**config.mk**
```make
export PLATFORM = sky130hd
export DESIGN_NAME = bridge_transfer_policy_ctrl
export DESIGN_NICKNAME = d
export VERILOG_FILES = /design/src/hdl/bridge_transfer_policy_ctrl_pkg.sv /design/src/hdl/bridge_transfer_policy_ctrl.sv
export VERILOG_INCLUDE_DIRS = /design/src /design/src/hdl
export SDC_FILE = /design/constraint.sdc
export NUM_CORES = 1
export LEC_CHECK = 0
export ABC_AREA = 0
export BUFFER_PORTS_ARGS = -buffer_cell sky130_fd_sc_hd__buf_2
export CAP_MARGIN = 0
export CORE_UTILIZATION = 60
export DETAILED_ROUTE_END_ITERATION = 10
export PLACE_DENSITY = 0.8
export RECOVER_POWER = 50
export SETUP_SLACK_MARGIN = 0.1
export SLEW_MARGIN = 20
export SYNTH_ARGS = -nofsm -noshare
export SYNTH_HDL_FRONTEND = slang
export SYNTH_SLANG_ARGS = --single-unit
```
**constraint.sdc**
```tcl
create_clock -name clk_sys_in -period 4.9 [get_ports clk_sys_in]
set_input_delay 0.245 -clock clk_sys_in [delete_from_list [all_inputs] [get_ports clk_sys_in]]
set_output_delay 0.245 -clock clk_sys_in [all_outputs]
set_load 0.01 [all_outputs]
```
**src/hdl/bridge_transfer_policy_ctrl_map.svh**
```systemverilog
// constants of the bridge transfer policy controls
// assumes byte-wide configuration access at printed offsets
//
// Contract
// - processor_write_control bit 1 enables posting of processor writes to PCI.
// - pci_read_write_control bit 0 enables posting of PCI writes toward the host.
// - pci_read_write_control bit 1 merges back-to-back sequential write-combining lines into one burst.
// - bit 8 makes Memory Read fetch full host lines, otherwise partial reads.
// - bits 9 and 8 make Memory Read fetch a line plus three prefetched; bit 9 alone does nothing.
// - bit 5 makes Memory Read Multiple fetch full host lines, otherwise partial reads.
// - bits 6 and 5 make Memory Read Multiple prefetch three more lines; bit 6 alone does nothing.
// - bit 3 makes Memory Read Line fetch full host lines, otherwise partial reads.
// - bits 4 and 3 make Memory Read Line prefetch three more lines; bit 4 alone does nothing.
// - prefetching never crosses a 4 Kbyte aligned boundary.
// - the system-management window is the range on smm_base_in and smm_limit_in, applied unless the enable register's override bit is set.
// - sysmgmt_ram_enable bit 3 makes the bridge disregard the system-management gap.
// - with override clear, accesses in range while the select is asserted are ignored.
// - accesses outside the range decode the same whatever the select does.
`ifndef BRIDGE_TRANSFER_POLICY_CTRL_MAP_SVH
`define BRIDGE_TRANSFER_POLICY_CTRL_MAP_SVH
`define OFS_PROC_WR_CTRL     8'h53
`define OFS_PCI_RW_CTRL_LO   8'h54
`define OFS_PCI_RW_CTRL_HI   8'h55
`define OFS_SMM_ENABLE       8'h57
`define RST_PROC_WR_CTRL     8'h00
`define RST_PCI_RW_CTRL      16'h0000
`define RST_SMM_ENABLE       8'h00
`define MASK_PROC_WR_CTRL    8'h02
`define MASK_PCI_RW_CTRL     16'h037B
`define MASK_SMM_ENABLE      8'h08
`define BIT_OUT_POST         1
`define BIT_IN_POST          0
`define BIT_BURST_ASM        1
`define BIT_MR_LINE          8
`define BIT_MR_PREF          9
`define BIT_MRM_LINE         5
`define BIT_MRM_PREF         6
`define BIT_MRL_LINE         3
`define BIT_MRL_PREF         4
`define BIT_SMM_OVERRIDE     3
`define PAGE_BYTES           4096
`define PREFETCH_LINES       4
`endif

```
**src/hdl/bridge_transfer_policy_ctrl_pkg.sv**
```systemverilog
// types of the bridge transfer policy controls
// assumes the map header is included by the design file
package bridge_transfer_policy_ctrl_pkg;
    typedef enum logic [1:0] {
        CMD_MEM_READ      = 2'h0,
        CMD_MEM_READ_LINE = 2'h1,
        CMD_MEM_READ_MULT = 2'h2,
        CMD_NONE          = 2'h3
    } pci_read_cmd_t;
    typedef enum logic [1:0] {
        ST_IDLE = 2'b01,
        ST_HOLD = 2'b10
    } issue_state_t;
endpackage

```
**src/hdl/bridge_transfer_policy_ctrl.sv**
```systemverilog
// transfer policy registers and host-side read planning of the bridge
// assumes one clock, synchronous inputs, byte configuration cycles
`timescale 1ns/1ps
`default_nettype none
`include "bridge_transfer_policy_ctrl_map.svh"

module xfer_fifo #(
    parameter int WIDTH = 34,
    parameter int DEPTH = 16
) (
    input  wire logic             clk_sys_in,
    input  wire logic             rst_in,
    input  wire logic             wr_valid_in,
    output logic                  wr_ready_out,
    input  wire logic [WIDTH-1:0] wr_data_in,
    output logic                  rd_valid_out,
    input  wire logic             rd_ready_in,
    output logic      [WIDTH-1:0] rd_data_out
);
    localparam int AW = $clog2(DEPTH);
    logic [WIDTH-1:0] mem_reg [DEPTH];
    logic [AW-1:0]    wptr_reg;
    logic [AW-1:0]    rptr_reg;
    logic [AW:0]      count_reg;
    logic [AW:0]      count_next;
    logic             push;
    logic             pop;

    assign push = wr_valid_in & wr_ready_out;
    assign pop  = rd_valid_out & rd_ready_in;
    assign rd_data_out = mem_reg[rptr_reg];

    always_comb begin
        count_next = count_reg;
        if (push && !pop) begin
            count_next = count_reg + 1'b1;
        end else if (pop && !push) begin
            count_next = count_reg - 1'b1;
        end
    end

    always_ff @(posedge clk_sys_in) begin
        if (push) begin
            mem_reg[wptr_reg] <= wr_data_in;
        end
    end

    always_ff @(posedge clk_sys_in) begin
        if (rst_in) begin
            wptr_reg     <= '0;
            rptr_reg     <= '0;
            count_reg    <= '0;
            wr_ready_out <= 1'b0;
            rd_valid_out <= 1'b0;
        end else begin
            if (push) begin
                wptr_reg <= wptr_reg + 1'b1;
            end
            if (pop) begin
                rptr_reg <= rptr_reg + 1'b1;
            end
            count_reg    <= count_next;
            wr_ready_out <= (count_next != DEPTH[AW:0]);
            rd_valid_out <= (count_next != '0);
        end
    end
endmodule

module bridge_transfer_policy_ctrl
    import bridge_transfer_policy_ctrl_pkg::*;
#(
    parameter int ADDR_W     = 32,
    parameter int LINE_BYTES = 32,
    parameter int FIFO_DEPTH = 16
) (
    input  wire logic              clk_sys_in,
    input  wire logic              rst_in,
    // configuration space byte access
    input  wire logic              cfg_wr_in,
    input  wire logic              cfg_rd_in,
    input  wire logic [7:0]        cfg_addr_in,
    input  wire logic [7:0]        cfg_wdata_in,
    output logic      [7:0]        cfg_rdata_out,
    // posting enables
    output logic                   out_post_en_out,
    output logic                   in_post_en_out,
    // processor writes to PCI
    input  wire logic              host_wr_valid_in,
    input  wire logic [ADDR_W-1:0] host_wr_addr_in,
    input  wire logic              host_wr_combining_in,
    input  wire logic              host_wr_full_line_in,
    output logic                   host_wr_post_out,
    output logic                   pci_burst_continue_out,
    // PCI read requests
    input  wire logic              pci_rd_valid_in,
    output logic                   pci_rd_ready_out,
    input  wire logic [1:0]        pci_rd_cmd_in,
    input  wire logic [ADDR_W-1:0] pci_rd_addr_in,
    // host read plan
    output logic                   host_rd_valid_out,
    input  wire logic              host_rd_ready_in,
    output logic      [ADDR_W-1:0] host_rd_addr_out,
    output logic                   host_rd_full_line_out,
    output logic      [2:0]        host_rd_lines_out,
    // system-management decode
    input  wire logic              dec_valid_in,
    input  wire logic [ADDR_W-1:0] dec_addr_in,
    input  wire logic              normal_hit_in,
    input  wire logic              sysmgmt_memory_select_n_in,
    input  wire logic [ADDR_W-1:0] smm_base_in,
    input  wire logic [ADDR_W-1:0] smm_limit_in,
    output logic                   dec_claim_out
);
    localparam int OFF_W = $clog2(LINE_BYTES);
    localparam int FW    = 2 + ADDR_W;
    localparam logic [15:0] PCI_READ_WRITE_CONTROL_MASK = `MASK_PCI_RW_CTRL;

    logic [7:0]        processor_write_control_reg;
    logic [15:0]       pci_read_write_control_reg;
    logic [7:0]        sysmgmt_ram_enable_reg;
    logic [ADDR_W-1:0] wr_next_addr_reg;
    logic              wr_chain_reg;
    logic              fifo_valid;
    logic              fifo_ready;
    logic [FW-1:0]     fifo_data;
    issue_state_t      state_reg;
    pci_read_cmd_t     fifo_cmd;
    logic [ADDR_W-1:0] fifo_addr;
    logic              plan_line;
    logic              plan_pref;
    logic              in_smm_range;

    // lines until the next 4 Kbyte boundary, capped at the prefetch depth
    function automatic logic [2:0] lines_to_page(input logic [ADDR_W-1:0] addr);
        logic [12:0] left;
        left = 13'(`PAGE_BYTES) - {1'b0, addr[11:0]};
        left = left + 13'(LINE_BYTES - 1);
        left = left >> OFF_W;
        if (left >= 13'(`PREFETCH_LINES)) begin
            lines_to_page = 3'(`PREFETCH_LINES);
        end else begin
            lines_to_page = left[2:0];
        end
    endfunction

    // configuration writes
    always_ff @(posedge clk_sys_in) begin
        if (rst_in) begin
            processor_write_control_reg <= `RST_PROC_WR_CTRL;
            pci_read_write_control_reg  <= `RST_PCI_RW_CTRL;
            sysmgmt_ram_enable_reg      <= `RST_SMM_ENABLE;
        end else if (cfg_wr_in) begin
            if (cfg_addr_in == `OFS_PROC_WR_CTRL) begin
                processor_write_control_reg <= cfg_wdata_in & `MASK_PROC_WR_CTRL;
            end else if (cfg_addr_in == `OFS_PCI_RW_CTRL_LO) begin
                pci_read_write_control_reg[7:0] <= cfg_wdata_in & PCI_READ_WRITE_CONTROL_MASK[7:0];
            end else if (cfg_addr_in == `OFS_PCI_RW_CTRL_HI) begin
                pci_read_write_control_reg[15:8] <= cfg_wdata_in & PCI_READ_WRITE_CONTROL_MASK[15:8];
            end else if (cfg_addr_in == `OFS_SMM_ENABLE) begin
                sysmgmt_ram_enable_reg <= cfg_wdata_in & `MASK_SMM_ENABLE;
            end
        end
    end

    // configuration reads, unmapped offsets return zero
    always_ff @(posedge clk_sys_in) begin
        if (rst_in) begin
            cfg_rdata_out <= 8'h00;
        end else if (cfg_rd_in) begin
            if (cfg_addr_in == `OFS_PROC_WR_CTRL) begin
                cfg_rdata_out <= processor_write_control_reg;
            end else if (cfg_addr_in == `OFS_PCI_RW_CTRL_LO) begin
                cfg_rdata_out <= pci_read_write_control_reg[7:0];
            end else if (cfg_addr_in == `OFS_PCI_RW_CTRL_HI) begin
                cfg_rdata_out <= pci_read_write_control_reg[15:8];
            end else if (cfg_addr_in == `OFS_SMM_ENABLE) begin
                cfg_rdata_out <= sysmgmt_ram_enable_reg;
            end else begin
                cfg_rdata_out <= 8'h00;
            end
        end
    end

    // posting enables
    always_ff @(posedge clk_sys_in) begin
        if (rst_in) begin
            out_post_en_out <= 1'b0;
            in_post_en_out  <= 1'b0;
        end else begin
            out_post_en_out <= processor_write_control_reg[`BIT_OUT_POST];
            in_post_en_out  <= pci_read_write_control_reg[`BIT_IN_POST];
        end
    end

    // outbound write posting and burst assembly
    always_ff @(posedge clk_sys_in) begin
        if (rst_in) begin
            host_wr_post_out       <= 1'b0;
            pci_burst_continue_out <= 1'b0;
            wr_chain_reg           <= 1'b0;
            wr_next_addr_reg       <= '0;
        end else begin
            host_wr_post_out <= host_wr_valid_in
                & processor_write_control_reg[`BIT_OUT_POST];
            pci_burst_continue_out <= host_wr_valid_in & wr_chain_reg
                & host_wr_combining_in & host_wr_full_line_in
                & (host_wr_addr_in == wr_next_addr_reg)
                & pci_read_write_control_reg[`BIT_BURST_ASM];
            wr_chain_reg <= host_wr_valid_in & host_wr_combining_in
                & host_wr_full_line_in;
            if (host_wr_valid_in) begin
                wr_next_addr_reg <= host_wr_addr_in + ADDR_W'(LINE_BYTES);
            end
        end
    end

    xfer_fifo #(
        .WIDTH (FW),
        .DEPTH (FIFO_DEPTH)
    ) u_read_fifo (
        .clk_sys_in   (clk_sys_in),
        .rst_in       (rst_in),
        .wr_valid_in  (pci_rd_valid_in),
        .wr_ready_out (pci_rd_ready_out),
        .wr_data_in   ({pci_rd_cmd_in, pci_rd_addr_in}),
        .rd_valid_out (fifo_valid),
        .rd_ready_in  (fifo_ready),
        .rd_data_out  (fifo_data)
    );

    assign fifo_cmd   = pci_read_cmd_t'(fifo_data[FW-1:ADDR_W]);
    assign fifo_addr  = fifo_data[ADDR_W-1:0];
    assign fifo_ready = (state_reg == ST_IDLE);

    // full line and prefetch selection by read command
    always_comb begin
        plan_line = 1'b0;
        plan_pref = 1'b0;
        case (fifo_cmd)
            CMD_MEM_READ: begin
                plan_line = pci_read_write_control_reg[`BIT_MR_LINE];
                plan_pref = plan_line & pci_read_write_control_reg[`BIT_MR_PREF];
            end
            CMD_MEM_READ_MULT: begin
                plan_line = pci_read_write_control_reg[`BIT_MRM_LINE];
                plan_pref = plan_line & pci_read_write_control_reg[`BIT_MRM_PREF];
            end
            CMD_MEM_READ_LINE: begin
                plan_line = pci_read_write_control_reg[`BIT_MRL_LINE];
                plan_pref = plan_line & pci_read_write_control_reg[`BIT_MRL_PREF];
            end
            default: begin
                plan_line = 1'b0;
                plan_pref = 1'b0;
            end
        endcase
    end

    // host read issue
    always_ff @(posedge clk_sys_in) begin
        if (rst_in) begin
            state_reg             <= ST_IDLE;
            host_rd_valid_out     <= 1'b0;
            host_rd_addr_out      <= '0;
            host_rd_full_line_out <= 1'b0;
            host_rd_lines_out     <= 3'h0;
        end else begin
            case (state_reg)
                ST_IDLE: begin
                    if (fifo_valid) begin
                        state_reg             <= ST_HOLD;
                        host_rd_valid_out     <= 1'b1;
                        host_rd_addr_out      <= fifo_addr;
                        host_rd_full_line_out <= plan_line;
                        if (plan_pref) begin
                            host_rd_lines_out <= lines_to_page(fifo_addr);
                        end else begin
                            host_rd_lines_out <= 3'h1;
                        end
                    end
                end
                ST_HOLD: begin
                    if (host_rd_ready_in) begin
                        state_reg         <= ST_IDLE;
                        host_rd_valid_out <= 1'b0;
                    end
                end
                default: begin
                    state_reg         <= ST_IDLE;
                    host_rd_valid_out <= 1'b0;
                end
            endcase
        end
    end

    // system-management gap decode
    assign in_smm_range = (dec_addr_in >= smm_base_in)
        & (dec_addr_in <= smm_limit_in);

    always_ff @(posedge clk_sys_in) begin
        if (rst_in) begin
            dec_claim_out <= 1'b0;
        end else if (sysmgmt_ram_enable_reg[`BIT_SMM_OVERRIDE]) begin
            dec_claim_out <= dec_valid_in & normal_hit_in;
        end else if (in_smm_range) begin
            dec_claim_out <= dec_valid_in & normal_hit_in
                & sysmgmt_memory_select_n_in;
        end else begin
            dec_claim_out <= dec_valid_in & normal_hit_in;
        end
    end
endmodule

`default_nettype wire

```
==> summary.txt <==
Layout
  • Register area: 18600 µm²
  • Post-Layout Inst Area: 32200 µm²
  • Area grow syn2layout: 17.1%
  • Post-layout nets: 2239
  • Layout fillers: 2784
  • Area of the multi-input gates: 8270 µm²
  • Max FFs per register: 544
  • Share of cells above drive strength 1: 18.9%

Routing
  • DRC: 0
  • Avg Vias per Cell: 6.27
  • DRT iter0 DRCs: 1698
  • Met2 WL: 34700 µm
  • Uppermost layer routed: met5
  • M1 wire length: 26300 µm
  • Total vias in the final route: 16500
  • Wire per inst: 26.1 µm
  • TritonRoute pass-1 iters: 5
  • Post-route ant nets: 0
  • WL final: 68600 µm
  • Met3 WL: 5810 µm

Die
  • Core Area: 45300 µm²
  • Rows: 78
  • Die span in x: 216 µm
  • DIE AREA: 46700 µm²
  • Die Ht: 216 µm
  • I/O Pins: 241
  • Initial core utilization: 60.7%

CTS
  • Clock Latency Late Sink: 630 ps
  • Clock transition at path regs: 70 ps
  • Root Buffer: clkbuf_16
  • CTS tree: done
  • Resize count post-CTS: 0
  • Clock buffer depth: 3
  • H-tree levels: 2
  • Number of clock sinks: 655
  • CTS buffer count: 61
  • Postcts setup bufs: 0

Global routing
  • Total track usage: 29.5%
  • Largest net degree at the start of global routing: 88
  • Remaining global-route overflow: 0
  • Initial antenna violation count: 5
  • Number of global-route vias before repair: 16900
  • Global-route wire length before repair: 102000 µm

Synthesis
  • Post-Syn Area: 27500 µm²
  • Syn avg cell area: 16.8 µm²
  • EDFF count, synth: 544
  • Yosys warns: 0
  • FFs w/ async S/R, synth: 0%
  • Flops & latches, synth: 655
  • Post-Syn Instances: 1641
  • Dominant synthesized flop cell: edfxtp_1
  • Distinct cells, synth: 62
  • Sequential share of the synthesized area: 67.5%

Power
  • Pint: 10.4 mW
  • Peak supply drop: 390 µV
  • Clk pwr share: 35.4%
  • Combinational share of power: 18.5%
  • PwrDens: 438 nW/µm²
  • Switch share: 26.2%
  • Sequential power share: 46.1%
  • Net Sw Power: 3.69 mW
  • Pleak: 11.3 nW

Timing
  • Setup TNS: 0 ps
  • Min Tclk post-route: 3430 ps
  • Final hold viol count: 0
  • FMAX: 292 MHz
  • Final period util: 70.0%
  • Slew headroom: -81.6%
  • Setup Viol. Count Final: 0
  • RSZ-0062 raised after global routing: false
  • Clk_skew: 40.7 ps
  • Worst Max-Slew Pin Slew: 2720 ps
  • Max-slew violation count: 149

Critical path
  • Req. time, crit path: 5340 ps
  • Worst path arrival time: 3870 ps
  • Critical path class: flop to flop
  • Crit path capture type: flop
  • Max FO, Critical Path: 65
  • Crit start category: flop

Placement
  • RePlAce Congestion: 0.906
  • Placement Cell Area: 29300 µm²
  • Port Buffers: 236
  • Post-DP HPWL: 38400 µm

Min path
  • Hold Crit Class: input pin to flop

Job
  • Max Cap Viol: 2

Run status
  • Status: finished, violations left
  • Failing checks: capacitance limit, slew limit
[logic make-up after synthesis]
logic type / Yosys count / synth area share [%]
AOI/OAI and AO/OA: 185 / 4.46
xor gates and xnor gates: 64 / 2.04
adders and majority gates: 74 / 3.37
buffers and inverters: 151 / 2.85
DFF: 655 / 67.5
muxes: 192 / 14.5
other: 1 / 0.0136
and+or+nand+nor: 319 / 5.32
[critical path, stage by stage (launching register included)]
cell,delay [ps]
dfxtp_4,960
nor2b_1,690
a221oi_1,270
o21ai_0,440
and3_1,220
a32oi_1,60
o31ai_2,260
a21boi_1,240
nor3_2,50
[metal layers]
layer | GRT usage (%) | vias up
met2 | 50.9 | 945
met1 | 38.3 | 8287
li1 | - | 7119
met4 | 8.83 | 2
met3 | 5.57 | 145
met5 | 0 | -
[cell usage after synthesis, drive strengths merged, types with 2 or more instances]
cell type / instances / area share [%]
a211oi: 29 / 0.79
a21o: 13 / 0.36
a21oi: 73 / 1.4
a221o: 3 / 0.11
a221oi: 15 / 0.52
a22oi: 6 / 0.18
a311oi: 3 / 0.096
a32oi: 2 / 0.064
and2: 4 / 0.091
and3: 13 / 0.30
buf: 43 / 1.4
clkbuf: 33 / 0.45
dfxtp: 111 / 8.1
edfxtp: 544 / 59
ha: 74 / 3.4
inv: 75 / 1.0
mux2: 2 / 0.082
mux2i: 47 / 1.7
mux4: 143 / 13
nand2: 110 / 1.5
nand2b: 7 / 0.16
nand3: 28 / 0.51
nand4: 22 / 0.50
nor2: 89 / 1.2
nor2b: 13 / 0.30
nor3: 15 / 0.29
nor4: 7 / 0.16
nor4b: 2 / 0.064
o211ai: 3 / 0.082
o21a: 4 / 0.11
o21ai: 22 / 0.40
o22ai: 2 / 0.046
or2: 3 / 0.068
or3: 3 / 0.068
xnor2: 25 / 0.80
xor2: 39 / 1.2
[path summary, 6_finish.rpt]
kind	slack, ps	endpoint	from	cells past startpoint
setup / recovery	1470	host_rd_lines_out[0]$_SDFFE_PP0P_	flop	8
hold / removal	40	wr_next_addr_reg[6]$_SDFFE_PP0P_	host_wr_addr_in[6]	4
setup reg to reg	1470	host_rd_lines_out[0]$_SDFFE_PP0P_	flop	8
hold reg to reg	450	host_rd_addr_out[31]$_SDFFE_PP0P_	host_rd_addr_out[31]$_SDFFE_PP0P_	2
[what timing repair did]
| action | in CTS | in global routing |
|---|---|---|
| endpoints found under the hold margin | 530 | 0 |
| endpoints found under the setup margin | 0 | 0 |
| hold buffers | 82 | 0 |
[layout make-up]
| cell class | instances | area share [%] |
|---|---|---|
| inverters | 75 | 0.874 |
| clock buffers | 78 | 5.26 |
| flip-flops and latches | 655 | 57.7 |
| repair buffers | 346 | 6.76 |
| multi-input cells | 836 | 25.7 |
| well taps | 600 | 2.33 |
| diodes | 4 | 0.0311 |
| clock inverters | 36 | 1.38 |
[power by group through the flow]
stage	logic, mW	registers, mW	clock network (mW)
after floorplan	1.99	6.50	0
after global placement	2.46	6.58	0
after detailed placement	2.54	6.60	0
after CTS	2.65	6.49	5.05
after global routing	2.80	6.52	5.25
final	2.61	6.49	4.99
[layout by cell type, fill, tap and decap left out, types with 5 or more instances in the layout]
master,netlist,layout
a21o_1,13,13
a211oi_1,29,29
buf_4,4,23
nor2_4,0,13
buf_2,13,151
and3_1,13,13
dlygate4sd3_1,0,82
xnor2_1,25,25
mux4_1,69,69
dfxtp_1,111,108
clkinv_1,0,8
a21oi_1,70,70
bufinv_16,0,9
nand2b_1,7,7
nand3_1,28,28
clkbuf_16,0,63
mux2i_1,47,47
nor2b_1,13,13
a221oi_1,13,13
mux4_2,74,74
nor2_1,89,76
clkinv_2,0,10
xor2_1,39,39
ha_1,74,74
nand2_1,110,110
inv_1,75,74
clkbuf_1,33,94
nand4_1,22,22
clkbuf_8,0,6
o21ai_0,19,19
edfxtp_1,544,544
nor3_1,14,10
nor3_2,1,5
nor4_1,7,7
a22oi_1,5,5
[stage by stage]
| step | utilization [%] | cells | hold WS (ps) | total power [mW] | worst slack, ps |
|---|---|---|---|---|---|
| 2_1_floorplan | - | 1642 | 344 | 8.49 | 1150 |
| 3_3_place_gp | 64.6 | 2427 | 440 | 9.04 | 1720 |
| 3_5_place_dp | 64.7 | 2429 | 445 | 9.14 | 1620 |
| 4_1_cts | 71.3 | 2625 | 2.21 | 14.2 | 1520 |
| 5_1_grt | 71.1 | 2629 | 37.5 | 14.6 | 1250 |
| 6_report | 71.1 | 2630 | 35.9 | 14.1 | 1470 |
No activity file was read; power rests on OpenSTA's default activity.
